--- src/verilog/csts_pkg.sv ---
package csts_pkg;

   localparam int SEL_W = 5;
   localparam int REG_W = 16;
   localparam int CNT_W = 16;
   localparam int ADDR_W = 12;

   localparam logic [SEL_W-1:0] SEL_NONE_LO = 5'h00;
   localparam logic [SEL_W-1:0] SEL_CMP_FIRST = 5'h01;
   localparam logic [SEL_W-1:0] SEL_CMP_LAST = 5'h04;
   localparam logic [SEL_W-1:0] SEL_TRIG_GEN = 5'h0A;
   localparam logic [SEL_W-1:0] SEL_TMR_FIRST = 5'h0B;
   localparam logic [SEL_W-1:0] SEL_TMR_LAST = 5'h0F;
   localparam logic [SEL_W-1:0] SEL_CAP_FIRST = 5'h10;
   localparam logic [SEL_W-1:0] SEL_CAP_LAST = 5'h13;
   localparam logic [SEL_W-1:0] SEL_CMPR_FIRST = 5'h18;
   localparam logic [SEL_W-1:0] SEL_CMPR_LAST = 5'h1A;
   localparam logic [SEL_W-1:0] SEL_CONVERTER = 5'h1B;
   localparam logic [SEL_W-1:0] SEL_CHARGE_TIME = 5'h1C;
   localparam logic [SEL_W-1:0] SEL_NONE_HI = 5'h1F;
   localparam logic [SEL_W-1:0] SEL_RESET = 5'h0D;

   localparam logic [ADDR_W-1:0] OFF_CTRL_TWO = 12'h000;
   localparam logic [ADDR_W-1:0] OFF_STATUS = 12'h004;
   localparam logic [ADDR_W-1:0] OFF_EVENT_CNT = 12'h008;

   localparam int BIT_SEL_LSB = 0;
   localparam int BIT_TRIG_STATUS = 6;
   localparam int BIT_TRIG_MODE = 7;
   localparam int BIT_CASCADE = 8;

   localparam int BIT_ST_CASCADE = 0;
   localparam int BIT_ST_CONNECTED = 1;
   localparam int BIT_ST_LEVEL = 2;

   localparam int TRIG_GEN_BASE = 8;

   typedef struct packed {
      logic [4:0] timer;
      logic [3:0] compare;
      logic [3:0] capture;
      logic [2:0] comparator;
      logic       converter;
      logic       charge_time;
      logic [3:0] trig_gen;
   } csts_sources_t;

   typedef struct packed {
      logic             cascade_enable;
      logic             trig_mode;
      logic             trig_status;
      logic [SEL_W-1:0] select;
   } csts_ctrl_t;

endpackage

--- src/verilog/csts_source_mux.sv ---
module csts_source_mux
   import csts_pkg::*;
#(
   parameter int CHANNEL = 1
) (
   input  wire csts_pkg::csts_sources_t src,
   input  wire logic [csts_pkg::SEL_W-1:0] select,
   output logic connected,
   output logic level
);

   function automatic logic in_range(input logic [SEL_W-1:0] s,
                                     input logic [SEL_W-1:0] lo,
                                     input logic [SEL_W-1:0] hi);
      in_range = (s >= lo) && (s <= hi);
   endfunction

   localparam int TG_IDX = CHANNEL - 1;

   wire sel_cmp  = in_range(select, SEL_CMP_FIRST, SEL_CMP_LAST);
   wire sel_tmr  = in_range(select, SEL_TMR_FIRST, SEL_TMR_LAST);
   wire sel_cap  = in_range(select, SEL_CAP_FIRST, SEL_CAP_LAST);
   wire sel_cmpr = in_range(select, SEL_CMPR_FIRST, SEL_CMPR_LAST);
   wire sel_tg   = (select == SEL_TRIG_GEN);
   wire sel_adc  = (select == SEL_CONVERTER);
   wire sel_ctu  = (select == SEL_CHARGE_TIME);

   wire [SEL_W-1:0] off_cmp  = select - SEL_CMP_FIRST;
   wire [SEL_W-1:0] off_tmr  = select - SEL_TMR_FIRST;
   wire [SEL_W-1:0] off_cap  = select - SEL_CAP_FIRST;
   wire [SEL_W-1:0] off_cmpr = select - SEL_CMPR_FIRST;

   wire lvl_cmp  = src.compare[off_cmp[1:0]];
   wire lvl_tmr  = src.timer[off_tmr[2:0]];
   wire lvl_cap  = src.capture[off_cap[1:0]];
   wire lvl_cmpr = src.comparator[off_cmpr[1:0]];
   wire lvl_tg   = src.trig_gen[TG_IDX];

   assign connected = sel_cmp | sel_tmr | sel_cap | sel_cmpr
                    | sel_tg | sel_adc | sel_ctu;

   assign level = (sel_cmp  & lvl_cmp)
                | (sel_tmr  & lvl_tmr)
                | (sel_cap  & lvl_cap)
                | (sel_cmpr & lvl_cmpr)
                | (sel_tg   & lvl_tg)
                | (sel_adc  & src.converter)
                | (sel_ctu  & src.charge_time);

endmodule

--- src/verilog/csts_top.sv ---
// Register access over APB and the register offsets were chosen for this implementation.
module csts_top
   import csts_pkg::*;
#(
   parameter int CHANNEL = 1
) (
   input  wire logic                      pclk,
   input  wire logic                      presetn,
   input  wire logic                      psel,
   input  wire logic                      penable,
   input  wire logic                      pwrite,
   input  wire logic [11:0]               paddr,
   input  wire logic [31:0]               pwdata,
   input  wire logic [3:0]                pstrb,
   output logic                           pready,
   output logic [31:0]                    prdata,
   output logic                           pslverr,
   input  wire csts_pkg::csts_sources_t   sources,
   input  wire logic                      partner_cascade_enable,
   output logic                           cascade_enable,
   output logic                           cascade_active,
   output logic                           sync_pulse,
   output logic                           trigger_status,
   output logic [csts_pkg::SEL_W-1:0]     sync_source_select
);

   import csts_pkg::*;

   csts_ctrl_t       ctrl;
   logic             src_sampled;
   logic             src_prev;
   logic             src_connected_q;
   logic [CNT_W-1:0] event_count;
   logic             apb_resp;
   logic [31:0]      rdata_q;
   logic             slverr_q;

   wire             mux_connected;
   wire             mux_level;

   csts_source_mux #(
      .CHANNEL   (CHANNEL)
   ) u_mux (
      .src       (sources),
      .select    (ctrl.select),
      .connected (mux_connected),
      .level     (mux_level)
   );

   // Bus phase decode
   wire setup_phase  = psel & ~penable & ~apb_resp;
   wire access_done  = psel & penable & apb_resp;
   wire hit_ctrl     = (paddr == OFF_CTRL_TWO);
   wire hit_status   = (paddr == OFF_STATUS);
   wire hit_count    = (paddr == OFF_EVENT_CNT);
   wire hit_any      = hit_ctrl | hit_status | hit_count;
   wire wr_done      = access_done & pwrite & hit_any;
   wire wr_ctrl      = wr_done & hit_ctrl;
   wire wr_count     = wr_done & hit_count;
   wire lane0        = pstrb[0];
   wire lane1        = pstrb[1];

   // Rising edge of the selected, sampled source
   wire src_event    = src_sampled & ~src_prev;

   // Control register two and status register views
   wire [REG_W-1:0] ctrl_word = {
      {(REG_W-BIT_CASCADE-1){1'b0}},
      ctrl.cascade_enable,
      ctrl.trig_mode,
      ctrl.trig_status,
      1'b0,
      ctrl.select
   };

   wire [REG_W-1:0] status_word = {
      {(REG_W-BIT_ST_LEVEL-1){1'b0}},
      src_sampled,
      src_connected_q,
      cascade_active
   };

   wire [31:0] read_mux =
        hit_ctrl   ? {16'h0000, ctrl_word}   :
        hit_status ? {16'h0000, status_word} :
        hit_count  ? {16'h0000, event_count} :
                     32'h0000_0000;

   // Software write values, masked by byte lanes
   wire [SEL_W-1:0] wr_select = lane0 ?
        pwdata[BIT_SEL_LSB +: SEL_W] : ctrl.select;
   wire wr_trig_status = lane0 ?
        pwdata[BIT_TRIG_STATUS] : ctrl.trig_status;
   wire wr_trig_mode = lane0 ?
        pwdata[BIT_TRIG_MODE] : ctrl.trig_mode;
   wire wr_cascade = lane1 ?
        pwdata[BIT_CASCADE] : ctrl.cascade_enable;

   // Hardware set wins over a software clear
   wire next_trig_status = src_event |
        (wr_ctrl ? wr_trig_status : ctrl.trig_status);

   wire [CNT_W-1:0] next_count =
        wr_count ? (src_event ? 16'h0001 : 16'h0000) :
        (src_event ? event_count + 16'h0001 : event_count);

   // Bus answer: one access cycle, registered
   always_ff @(posedge pclk or negedge presetn) begin
      if (!presetn) begin
         apb_resp <= 1'b0;
         rdata_q  <= 32'h0000_0000;
         slverr_q <= 1'b0;
      end else begin
         apb_resp <= setup_phase;
         if (setup_phase) begin
            rdata_q  <= pwrite ? 32'h0000_0000 : read_mux;
            slverr_q <= ~hit_any;
         end else if (access_done) begin
            rdata_q  <= 32'h0000_0000;
            slverr_q <= 1'b0;
         end
      end
   end

   // Control register two, one process owns every field
   always_ff @(posedge pclk or negedge presetn) begin
      if (!presetn) begin
         ctrl.select         <= SEL_RESET;
         ctrl.trig_mode      <= 1'b0;
         ctrl.cascade_enable <= 1'b0;
         ctrl.trig_status    <= 1'b0;
      end else begin
         ctrl.trig_status    <= next_trig_status;
         if (wr_ctrl) begin
            ctrl.select         <= wr_select;
            ctrl.trig_mode      <= wr_trig_mode;
            ctrl.cascade_enable <= wr_cascade;
         end
      end
   end

   // Source sampling
   always_ff @(posedge pclk or negedge presetn) begin
      if (!presetn) begin
         src_sampled     <= 1'b0;
         src_prev        <= 1'b0;
         src_connected_q <= 1'b0;
      end else begin
         src_sampled     <= mux_connected & mux_level;
         src_prev        <= src_sampled;
         src_connected_q <= mux_connected;
      end
   end

   always_ff @(posedge pclk or negedge presetn) begin
      if (!presetn) begin
         event_count <= 16'h0000;
      end else begin
         event_count <= next_count;
      end
   end

   // Channel facing outputs
   always_ff @(posedge pclk or negedge presetn) begin
      if (!presetn) begin
         sync_pulse         <= 1'b0;
         trigger_status     <= 1'b0;
         cascade_enable     <= 1'b0;
         cascade_active     <= 1'b0;
         sync_source_select <= SEL_RESET;
      end else begin
         sync_pulse         <= src_event;
         trigger_status     <= next_trig_status;
         cascade_enable     <= ctrl.cascade_enable;
         cascade_active     <= ctrl.cascade_enable
                             & partner_cascade_enable;
         sync_source_select <= ctrl.select;
      end
   end

   assign pready  = apb_resp;
   assign prdata  = rdata_q;
   assign pslverr = slverr_q;

endmodule
--- config.mk ---
export PLATFORM = sky130hd
export DESIGN_NAME = csts_top
export DESIGN_NICKNAME = d
export VERILOG_FILES = /design/src/verilog/csts_pkg.sv /design/src/verilog/csts_source_mux.sv /design/src/verilog/csts_top.sv
export SDC_FILE = /design/constraint.sdc
export NUM_CORES = 1
export LEC_CHECK = 0
export BUFFER_PORTS_ARGS = -buffer_cell sky130_fd_sc_hd__buf_2
export CORE_MARGIN = 3
export CORE_UTILIZATION = 43
export DETAILED_ROUTE_END_ITERATION = 16
export PLACE_DENSITY = 0.83
export SLEW_MARGIN = 0
export SYNTH_ARGS = -nofsm -noshare
export SYNTH_HDL_FRONTEND = slang
export SYNTH_SLANG_ARGS = --single-unit
--- constraint.sdc ---
create_clock -name pclk -period 1.9 [get_ports pclk]
set_input_delay 0.19 -clock pclk [delete_from_list [all_inputs] [get_ports pclk]]
set_output_delay 0.19 -clock pclk [all_outputs]
set_load 0.01 [all_outputs]
==> results.sh, run 1 <==
export IMPL_drv_cap=0
export IMPL_synth_ff_type="dfrtp_1"
export IMPL_powerDensity_nw_per_um2=842
export IMPL_io_buffers=73
export IMPL_clock_skew_ps=13.0
export IMPL_die_area_um2=7540
export IMPL_postSynthAreaPerCell_um2=10.9
export IMPL_wire_per_inst_um=15.6
export IMPL_final_setup_viol_count=0
export IMPL_p_int_mw=1.86
export IMPL_min_to="cascade_active$_DFF_PN0_"
export IMPL_worstRegToRegCells=6
export IMPL_hold_class="in2reg"
export IMPL_wl_um=6490
export IMPL_cp_cell_sequence="inv_2 -> ha_4 -> mux4_2 -> and2_1 -> o221ai_1 -> nand4_1"
export IMPL_netSwitchingPower_uw=984
export IMPL_grt_max_degree=31
export IMPL_die_x_um=86.8
export IMPL_route_detailed_drc=0
export IMPL_r2r_start="ctrl[0]$_DFFE_PN1P_"
export IMPL_yosys_top_cells_area="dfrtp_1 (42%), dfstp_2 (5.6%), buf_4 (5.1%)"
export IMPL_grt_pass1_wl_um=10900
export IMPL_io_pins=119
export IMPL_p_clk_share_pct=23.3
export IMPL_min_period_over_period_pct=94.8
export IMPL_synth_edf_count=0
export IMPL_path_class="reg2reg"
export IMPL_drv_slew=0
export IMPL_grt_usage_pct=18.0
export IMPL_status="completed"
export IMPL_critPathSlowestCell="dfstp_2"
export IMPL_cts_sinks=53
export IMPL_fin_crit_ps=1800
export IMPL_htree_levels=2
export IMPL_diodes=0
export IMPL_worst_setup_path_start_kind="flip-flop"
export IMPL_async_flop_share_pct=100
export IMPL_power_frac_comb_pct=22.6
export IMPL_p_leak_nw=1.59
export IMPL_ff_latch_area_um2=1330
export IMPL_path_clk_slew_ps=100
export IMPL_rows=28
export IMPL_hold_start="partner_cascade_enable"
export IMPL_ys_seq_area_share_pct=47.5
export IMPL_die_h_um=86.8
export IMPL_start_util_pct=45.8
export IMPL_grt_remaining_overflow=0
export IMPL_power_mw=2.85
export IMPL_whs_path_depth=2
export IMPL_grt_pass1_vias=2283
export IMPL_critPathMaxFanout=7
export IMPL_required_ps=2090
export IMPL_rsz0062_at_grt="no"
export IMPL_worstSetupStartpoint="ctrl[0]$_DFFE_PN1P_"
export IMPL_gp_congestion=0.896
export IMPL_r2r_end="src_sampled$_DFF_PN0_"
export IMPL_synth_seq_cells=53
export IMPL_yosys_area_top_type="dfrtp_1"
export IMPL_ys_types=56
export IMPL_drive_gt1_share_pct=35.5
export IMPL_hpwl_um=5000
export IMPL_path_delay_family="flip-flops"
export IMPL_syn_inst=257
export IMPL_worstSkewPairLatency_ps=310
export IMPL_fin_nets=421
export IMPL_timing_slew_headroom_pct=57.8
export IMPL_cp_num_buf_inv=1
export IMPL_ir_worst_vdd_v=0.000496
export IMPL_vias=2244
export IMPL_fillers=542
export IMPL_area_delta_synth_final_pct=20.3
export IMPL_core_area_um2=6130
export IMPL_multi_input_area_um2=1350
export IMPL_vias_per_cell=5.39
export IMPL_cts_tree="done"
export IMPL_yosysWarnings=0
export IMPL_p_seq_share_pct=54.1
export IMPL_antenna_found_initial=0
export IMPL_syn_area_um2=2810
export IMPL_holdWs_ps=88.4
export IMPL_fmax_ghz=0.555
export IMPL_numCtsBuffers=5
export IMPL_antenna_left=0
export IMPL_cts_root_buf="clkbuf_8"
export IMPL_hold_viol=0
export IMPL_worstPathArrival_ps=1990
export IMPL_synth_top_area_share_pct=41.9
export IMPL_cp_end_kind="flip-flop"
export IMPL_setup_tns_ps=0
export IMPL_drt_iter0_markers=115
export IMPL_swShare_pct=34.6
export IMPL_r2r_slack_ps=100
export IMPL_ctsLongestPathBuffers=2
export IMPL_crit_path_max_incr_delay_ps=610
export IMPL_worstMarginPinSlew_ps=631
export IMPL_drtPass1Iterations=4
## cell usage in the layout, fill, tap and decap left out, types with 3 or more instances in the layout
cell      count
buf_2        73
dfrtp_1      47
nand2_1      17
nor2_1       16
conb_1       16
buf_4        12
a32o_1       11
mux2i_1       8
nand3_1       8
a21oi_1       8
xor2_1        8
o21ai_1       7
nand4_1       6
dfstp_2       6
inv_1         5
nor2b_1       5
o21ai_0       5
nand2b_1      5
xnor2_1       5
mux2_1        5
clkbuf_8      5
and2_1        4
o31ai_1       4
ha_1          4
and4_1        3
or4_1         3
mux4_2        3
## how the worst max path moves through the flow
stage / endpoint / slack, ps / depth (start not counted)
finish: src_sampled$_DFF_PN0_ / 100 / 6
global route: src_sampled$_DFF_PN0_ / 10 / 6
CTS: src_sampled$_DFF_PN0_ / 30 / 6
detailed placement: src_sampled$_DFF_PN0_ / 40 / 6
global placement: src_sampled$_DFF_PN0_ / 80 / 6
floorplan: src_sampled$_DFF_PN0_ / 30 / 7
## synth_stat cells, types with 6 or more instances
library cell,number
a21oi_1,8
a32o_1,11
buf_4,19
dfrtp_1,47
dfstp_2,6
inv_1,6
mux2i_1,8
nand2_1,17
nand3_1,8
nand4_1,6
nor2_1,16
o21ai_1,7
xor2_1,8
## per-stage QoR
stage	instances	utilization, %	cell area, um^2	setup slack, ps
after global placement	405	53.2	3260	76.1
final	416	55.1	3380	99.4
after CTS	414	54.9	3370	29.1
after detailed placement	405	53.2	3260	37.8
after global routing	416	55.1	3380	12.9
after floorplan	272	-	2880	33.2
## cell families after synthesis
group | Yosys count | share of synthesized area, %
fa+ha+maj | 5 | 2.23
flops | 53 | 47.5
other cells | 1 | 0.133
compound gates | 42 | 10.6
xor+xnor | 13 | 4.05
mux | 16 | 7.26
simple gates | 95 | 21.4
buf+inv | 32 | 6.95
## sequential cells by signal, indices dropped and copies added, names as in the netlist
| name | count |
|---|---|
| event_count | 16 |
| prdata | 16 |
| ctrl | 7 |
| sync_source_select | 5 |
| cascade_active | 1 |
| cascade_enable | 1 |
| pready | 1 |
| pslverr | 1 |
| src_connected_q | 1 |
| src_prev | 1 |
| src_sampled | 1 |
| sync_pulse | 1 |
| trigger_status | 1 |
## power by group through the flow
stage	clock (mW)	sequential [mW]	combinational (mW)
3_3_place_gp	0	1.54	0.596
4_1_cts	0.680	1.54	0.650
6_report	0.662	1.54	0.644
3_5_place_dp	0	1.56	0.643
2_1_floorplan	0	1.48	0.486
5_1_grt	0.731	1.57	0.731
## layer usage
metal	vias to the layer above	GRT usage (%)	wire (um)
met2	81	30.5	3230
met1	1091	23.4	2740
met4	0	4.11	40
met3	6	4.18	480
met5	-	0	0
li1	1066	-	-
## cell type report
type	instances	share of cell area [%]
multi-input combinational	187	39.9
inverter	6	0.666
timing repair buffer	87	14.4
sequential	53	39.5
tap	75	2.78
clock inverter	3	0.777
clock buffer	5	2.04
## worst reg2reg max path: stages (launching register included)
cell      delay, ps
dfstp_2         610
inv_2            70
ha_4            270
mux4_2          280
and2_1          150
o221ai_1        180
nand4_1         120
## what timing repair did
item / in CTS / in global routing
endpoints found under the hold margin: 17 / 0
buffers inserted: 0 / 2
endpoints found under the setup margin: 0 / 1
gates resized for setup: 0 / 1
hold buffers: 1 / 0
Power figures use the tool's default switching activity.
==> run 2: changes to the inputs <==
--- a/config.mk
+++ b/config.mk
@@ -7,9 +7,9 @@
 export LEC_CHECK = 0
 export BUFFER_PORTS_ARGS = -buffer_cell sky130_fd_sc_hd__buf_2
 export CORE_MARGIN = 3
-export CORE_UTILIZATION = 43
+export CORE_UTILIZATION = 52
 export DETAILED_ROUTE_END_ITERATION = 16
-export PLACE_DENSITY = 0.83
+export PLACE_DENSITY = 0.93
 export SLEW_MARGIN = 0
 export SYNTH_ARGS = -nofsm -noshare
 export SYNTH_HDL_FRONTEND = slang
==> constraint.sdc (replaced) <==
create_clock -name pclk -period 2.1 [get_ports pclk]
set_input_delay 0.21 -clock pclk [delete_from_list [all_inputs] [get_ports pclk]]
set_output_delay 0.21 -clock pclk [all_outputs]
set_load 0.01 [all_outputs]
==> results.sh, run 2 (synthesis results as in run 1) <==
export IMPL_die_area_um2=6320
export IMPL_die_h_um=79.5
export IMPL_worstSkewPairLatency_ps=310
export IMPL_swShare_pct=33.5
export IMPL_diodes=0
export IMPL_ctsLongestPathBuffers=2
export IMPL_fin_nets=412
export IMPL_gp_congestion=0.902
export IMPL_stdcell_count=402
export IMPL_wl_um=6270
export IMPL_hold_viol=0
export IMPL_min_period_over_period_pct=89.2
export IMPL_cts_root_buf="clkbuf_8"
export IMPL_netSwitchingPower_uw=842
export IMPL_final_core_util_pct=63.5
export IMPL_rsz0062_at_grt="no"
export IMPL_status="completed"
export IMPL_ff_latch_area_um2=1330
export IMPL_numCtsBuffers=5
export IMPL_drv_slew=0
export IMPL_grt_pass1_vias=2232
export IMPL_hold_class="in2reg"
export IMPL_grt_usage_pct=21.0
export IMPL_clock_skew_ps=7.54
export IMPL_cts_sinks=53
export IMPL_cts_tree="done"
export IMPL_fmax_ghz=0.534
export IMPL_ir_worst_vdd_v=0.000497
export IMPL_grt_max_degree=30
export IMPL_path_class="reg2reg"
export IMPL_drive_gt1_share_pct=33.1
export IMPL_required_ps=2280
export IMPL_path_clk_slew_ps=100
export IMPL_cts_resized=0
export IMPL_setup_tns_ps=0
export IMPL_core_area_um2=5170
export IMPL_layout_commonest_cell="buf_2"
export IMPL_p_leak_nw=1.56
export IMPL_p_int_mw=1.67
export IMPL_die_x_um=79.5
export IMPL_critPathMaxFanout=6
export IMPL_fin_crit_ps=1870
export IMPL_grt_remaining_overflow=0
export IMPL_powerDensity_nw_per_um2=764
export IMPL_grt_pass1_wl_um=10400
export IMPL_p_clk_share_pct=22.1
export IMPL_drt_iter0_markers=101
export IMPL_fillers=408
export IMPL_drv_cap=0
export IMPL_area_delta_synth_final_pct=16.9
export IMPL_cp_end_kind="flip-flop"
export IMPL_worst_setup_path_start_kind="flip-flop"
export IMPL_drtPass1Iterations=4
export IMPL_route_detailed_drc=0
export IMPL_vias=2236
export IMPL_final_cell_mix="buf_2 (73), dfrtp_1 (47), nand2_1 (17), nor2_1 (16), conb_1 (16)"
export IMPL_vias_per_cell=5.56
export IMPL_p_seq_share_pct=55.1
export IMPL_multi_input_area_um2=1340
export IMPL_worstMarginPinSlew_ps=649
export IMPL_dp_cells=393
export IMPL_hpwl_um=4810
export IMPL_worstPathArrival_ps=2060
export IMPL_cp_cell_sequence="inv_1 -> ha_1 -> mux4_2 -> and2_1 -> o221ai_1 -> nand4_1"
export IMPL_htree_levels=2
export IMPL_rows=26
export IMPL_antenna_left=0
export IMPL_antenna_found_initial=0
export IMPL_power_frac_comb_pct=22.8
export IMPL_crit_path_max_incr_delay_ps=540
export IMPL_start_util_pct=54.3
export IMPL_timing_slew_headroom_pct=56.6
export IMPL_io_buffers=73
export IMPL_critPathSlowestCell="dfstp_2"
export IMPL_final_setup_viol_count=0
export IMPL_wire_per_inst_um=15.6
export IMPL_io_pins=119
export IMPL_holdWs_ps=106
## run 2: cell types whose count changed in the layout (fill, tap and decap cells not counted), sizes merged
cell,previous run,this run
buf,86,77
clkinv,0,2
clkinvlp,2,1
inv,7,6
## run 2: cell type report
cell class	instances	share of cell area, %
flip-flops and latches	53	40.6
repair buffers	78	12.7
clock buffers	5	2.09
well taps	70	2.67
multi-input cells	187	40.7
clock inverters	3	0.533
inverters	6	0.685
## run 2: worst paths after layout
path / slack [ps] / depth (start not counted) / endpoint / startpoint
hold / removal: 110 / 3 / ctrl[0]$_DFFE_PN1P_ / pwdata[0]
setup / recovery: 230 / 6 / src_sampled$_DFF_PN0_ / ctrl[0]$_DFFE_PN1P_
min in group asynchronous: 450 / 2 / cascade_enable$_DFF_PN0_ / presetn
max in group asynchronous: 1010 / 3 / ctrl[3]$_DFFE_PN1P_ / presetn
hold reg to reg: 420 / 0 / sync_source_select[3]$_DFF_PN1_ / ctrl[3]$_DFFE_PN1P_
setup reg to reg: 230 / 6 / src_sampled$_DFF_PN0_ / ctrl[0]$_DFFE_PN1P_
## run 2: worst max-delay path, delay by kind of cell (launching register included)
family / cells / cell delay, ps
fa+ha+maj: 1 / 360
flops: 1 / 540
compound gates: 1 / 180
buf+inv: 1 / 110
mux: 1 / 300
simple gates: 2 / 260
## run 2: layer usage
metal  up-vias  track usage, %  wire length [um]
met5         -               0                 0
met4         0            8.08               126
met3        13            3.61               396
met2        85            35.8              3210
met1      1093            26.5              2540
li1       1045               -                 -
## run 2: what timing repair did
action,CTS,global route
endpoints found under the hold margin,28,0
setup endpoints to repair,0,0
hold buffers,1,0
buffers inserted,0,0
## run 2: stage by stage
stage	instance area, um^2	setup slack, ps	total power, mW
after floorplan	2870	144	1.78
after global placement	3190	292	1.92
after detailed placement	3190	227	1.96
after CTS	3290	224	2.52
after global routing	3290	128	2.67
final	3290	226	2.51
## run 2: power groups by stage
stage          Sequential [mW]  Clock, mW  Combinational [mW]
5_1_grt                   1.41      0.609               0.643
2_1_floorplan             1.34          0               0.440
6_report                  1.38      0.555               0.572
4_1_cts                   1.38      0.567               0.572
3_3_place_gp              1.39          0               0.531
3_5_place_dp              1.40          0               0.564
==> run 3: changes to the inputs <==
--- a/config.mk
+++ b/config.mk
@@ -10,6 +10,7 @@
 export CORE_UTILIZATION = 52
 export DETAILED_ROUTE_END_ITERATION = 16
 export PLACE_DENSITY = 0.93
+export REMOVE_ABC_BUFFERS = 1
 export SLEW_MARGIN = 0
 export SYNTH_ARGS = -nofsm -noshare
 export SYNTH_HDL_FRONTEND = slang
==> results.sh, run 3 (synthesis results as in run 1) <==
export IMPL_status="complete, but fails checks"
export IMPL_violations="negative hold slack"
export IMPL_required_ps=2290
export IMPL_layout_commonest_cell="buf_2"
export IMPL_cts_resized=0
export IMPL_worstSkewPairLatency_ps=310
export IMPL_fmax_ghz=0.536
export IMPL_vias=2201
export IMPL_worstMarginPinSlew_ps=653
export IMPL_power_mw=2.64
export IMPL_grt_pass1_wl_um=9810
export IMPL_ir_worst_vdd_v=0.000466
export IMPL_diodes=0
export IMPL_grt_max_degree=54
export IMPL_p_leak_nw=1.56
export IMPL_cp_end_kind="flip-flop"
export IMPL_cts_sinks=53
export IMPL_critPathMaxFanout=6
export IMPL_io_buffers=73
export IMPL_io_pins=119
export IMPL_htree_levels=2
export IMPL_antenna_found_initial=0
export IMPL_drtPass1Iterations=4
export IMPL_fin_crit_ps=1860
export IMPL_fillers=404
export IMPL_gp_congestion=0.837
export IMPL_wl_um=5890
export IMPL_min_period_over_period_pct=88.8
export IMPL_final_setup_viol_count=0
export IMPL_fin_nets=412
export IMPL_hold_viol=10
export IMPL_cts_root_buf="clkbuf_8"
export IMPL_post_cts_buffers=0
export IMPL_worstRegToRegCells=6
export IMPL_rsz0062_at_grt="no"
export IMPL_rows=26
export IMPL_holdWs_ps=-12.5
export IMPL_numCtsBuffers=5
export IMPL_grt_remaining_overflow=0
export IMPL_start_util_pct=54.3
export IMPL_r2r_slack_ps=240
export IMPL_ctsLongestPathBuffers=2
export IMPL_worstPathArrival_ps=2060
export IMPL_die_h_um=79.5
export IMPL_drive_gt1_share_pct=33.4
export IMPL_drt_iter0_markers=99
export IMPL_clock_skew_ps=11.4
export IMPL_hold_buffers=0
export IMPL_setup_tns_ps=0
export IMPL_die_area_um2=6320
export IMPL_hold_class="in2async"
export IMPL_vias_per_cell=5.48
export IMPL_wire_per_inst_um=14.6
export IMPL_area_delta_synth_final_pct=17.4
export IMPL_grt_usage_pct=19.6
export IMPL_powerDensity_nw_per_um2=800
export IMPL_drv_cap=0
export IMPL_antenna_left=0
export IMPL_hpwl_um=4490
export IMPL_final_cell_mix="buf_2 (73), dfrtp_1 (47), nand2_1 (17), nor2_1 (16), conb_1 (16)"
export IMPL_path_clk_slew_ps=100
export IMPL_r2r_start="ctrl[0]$_DFFE_PN1P_"
export IMPL_die_x_um=79.5
export IMPL_core_area_um2=5170
export IMPL_timing_slew_headroom_pct=56.5
export IMPL_cts_tree="done"
export IMPL_grt_pass1_vias=2228
export IMPL_r2r_end="src_sampled$_DFF_PN0_"
export IMPL_path_class="reg2reg"
export IMPL_drv_slew=0
export IMPL_route_detailed_drc=0
export IMPL_worst_setup_path_start_kind="flip-flop"
[run 3: cell count changes in the layout (fill, tap and decap cells not counted), sizes merged]
cell	change
buf	+1
dlygate4sd3	-1
bufinv	+1
clkinv	-1
[run 3: worst max-delay path, cell delays in order, from the launching register on]
cell and delay [ps]:
dfstp_2 550, inv_1 110, ha_1 370, mux4_2 300, and2_1 150, o221ai_1 170, nand4_1 110
[run 3: per-stage QoR]
stage	hold WS (ps)	utilization, %	cell area (um^2)	worst slack [ps]	std cells
4_1_cts	13.5	63.8	3300	225	402
3_5_place_dp	364	61.6	3180	237	394
3_3_place_gp	359	61.6	3180	290	394
6_report	-12.5	63.8	3300	236	402
5_1_grt	31.9	63.8	3300	154	402
2_1_floorplan	-85.6	-	2690	225	246
[run 3: layer usage]
metal | vias up | GRT usage (%) | share of wire, %
met4 | 0 | 7.56 | 2.1
met2 | 90 | 34.4 | 51
met3 | 11 | 5.42 | 7.8
li1 | 1053 | - | -
met5 | - | 0 | 0
met1 | 1047 | 22.4 | 39
[run 3: power breakdown]
group | leakage [nW] | switching (mW) | internal (mW)
logic | 0.871 | 0.296 | 0.263
clock network | 0.0543 | 0.341 | 0.357
registers | 0.637 | 0.210 | 1.17
total | 1.56 | 0.847 | 1.79
[run 3: final cells by class]
| class | instances | area (um^2) | area share (%) |
|---|---|---|---|
| flip-flops and latches | 53 | 1330 | 40.4 |
| inverters | 6 | 22.5 | 0.683 |
| well taps | 70 | 87.6 | 2.65 |
| clock buffers | 5 | 68.8 | 2.09 |
| clock inverters | 3 | 46.3 | 1.40 |
| multi-input cells | 187 | 1340 | 40.5 |
| repair buffers | 78 | 403 | 12.2 |
[run 3: worst max-delay path by stage]
stage / startpoint / to / cells after the start
after floorplan: ctrl[0]$_DFFE_PN1P_ / src_sampled$_DFF_PN0_ / 6
after global placement: ctrl[0]$_DFFE_PN1P_ / src_sampled$_DFF_PN0_ / 6
after detailed placement: ctrl[0]$_DFFE_PN1P_ / src_sampled$_DFF_PN0_ / 6
after CTS: ctrl[0]$_DFFE_PN1P_ / src_sampled$_DFF_PN0_ / 6
after global routing: ctrl[1]$_DFFE_PN0P_ / src_sampled$_DFF_PN0_ / 6
final: ctrl[0]$_DFFE_PN1P_ / src_sampled$_DFF_PN0_ / 6
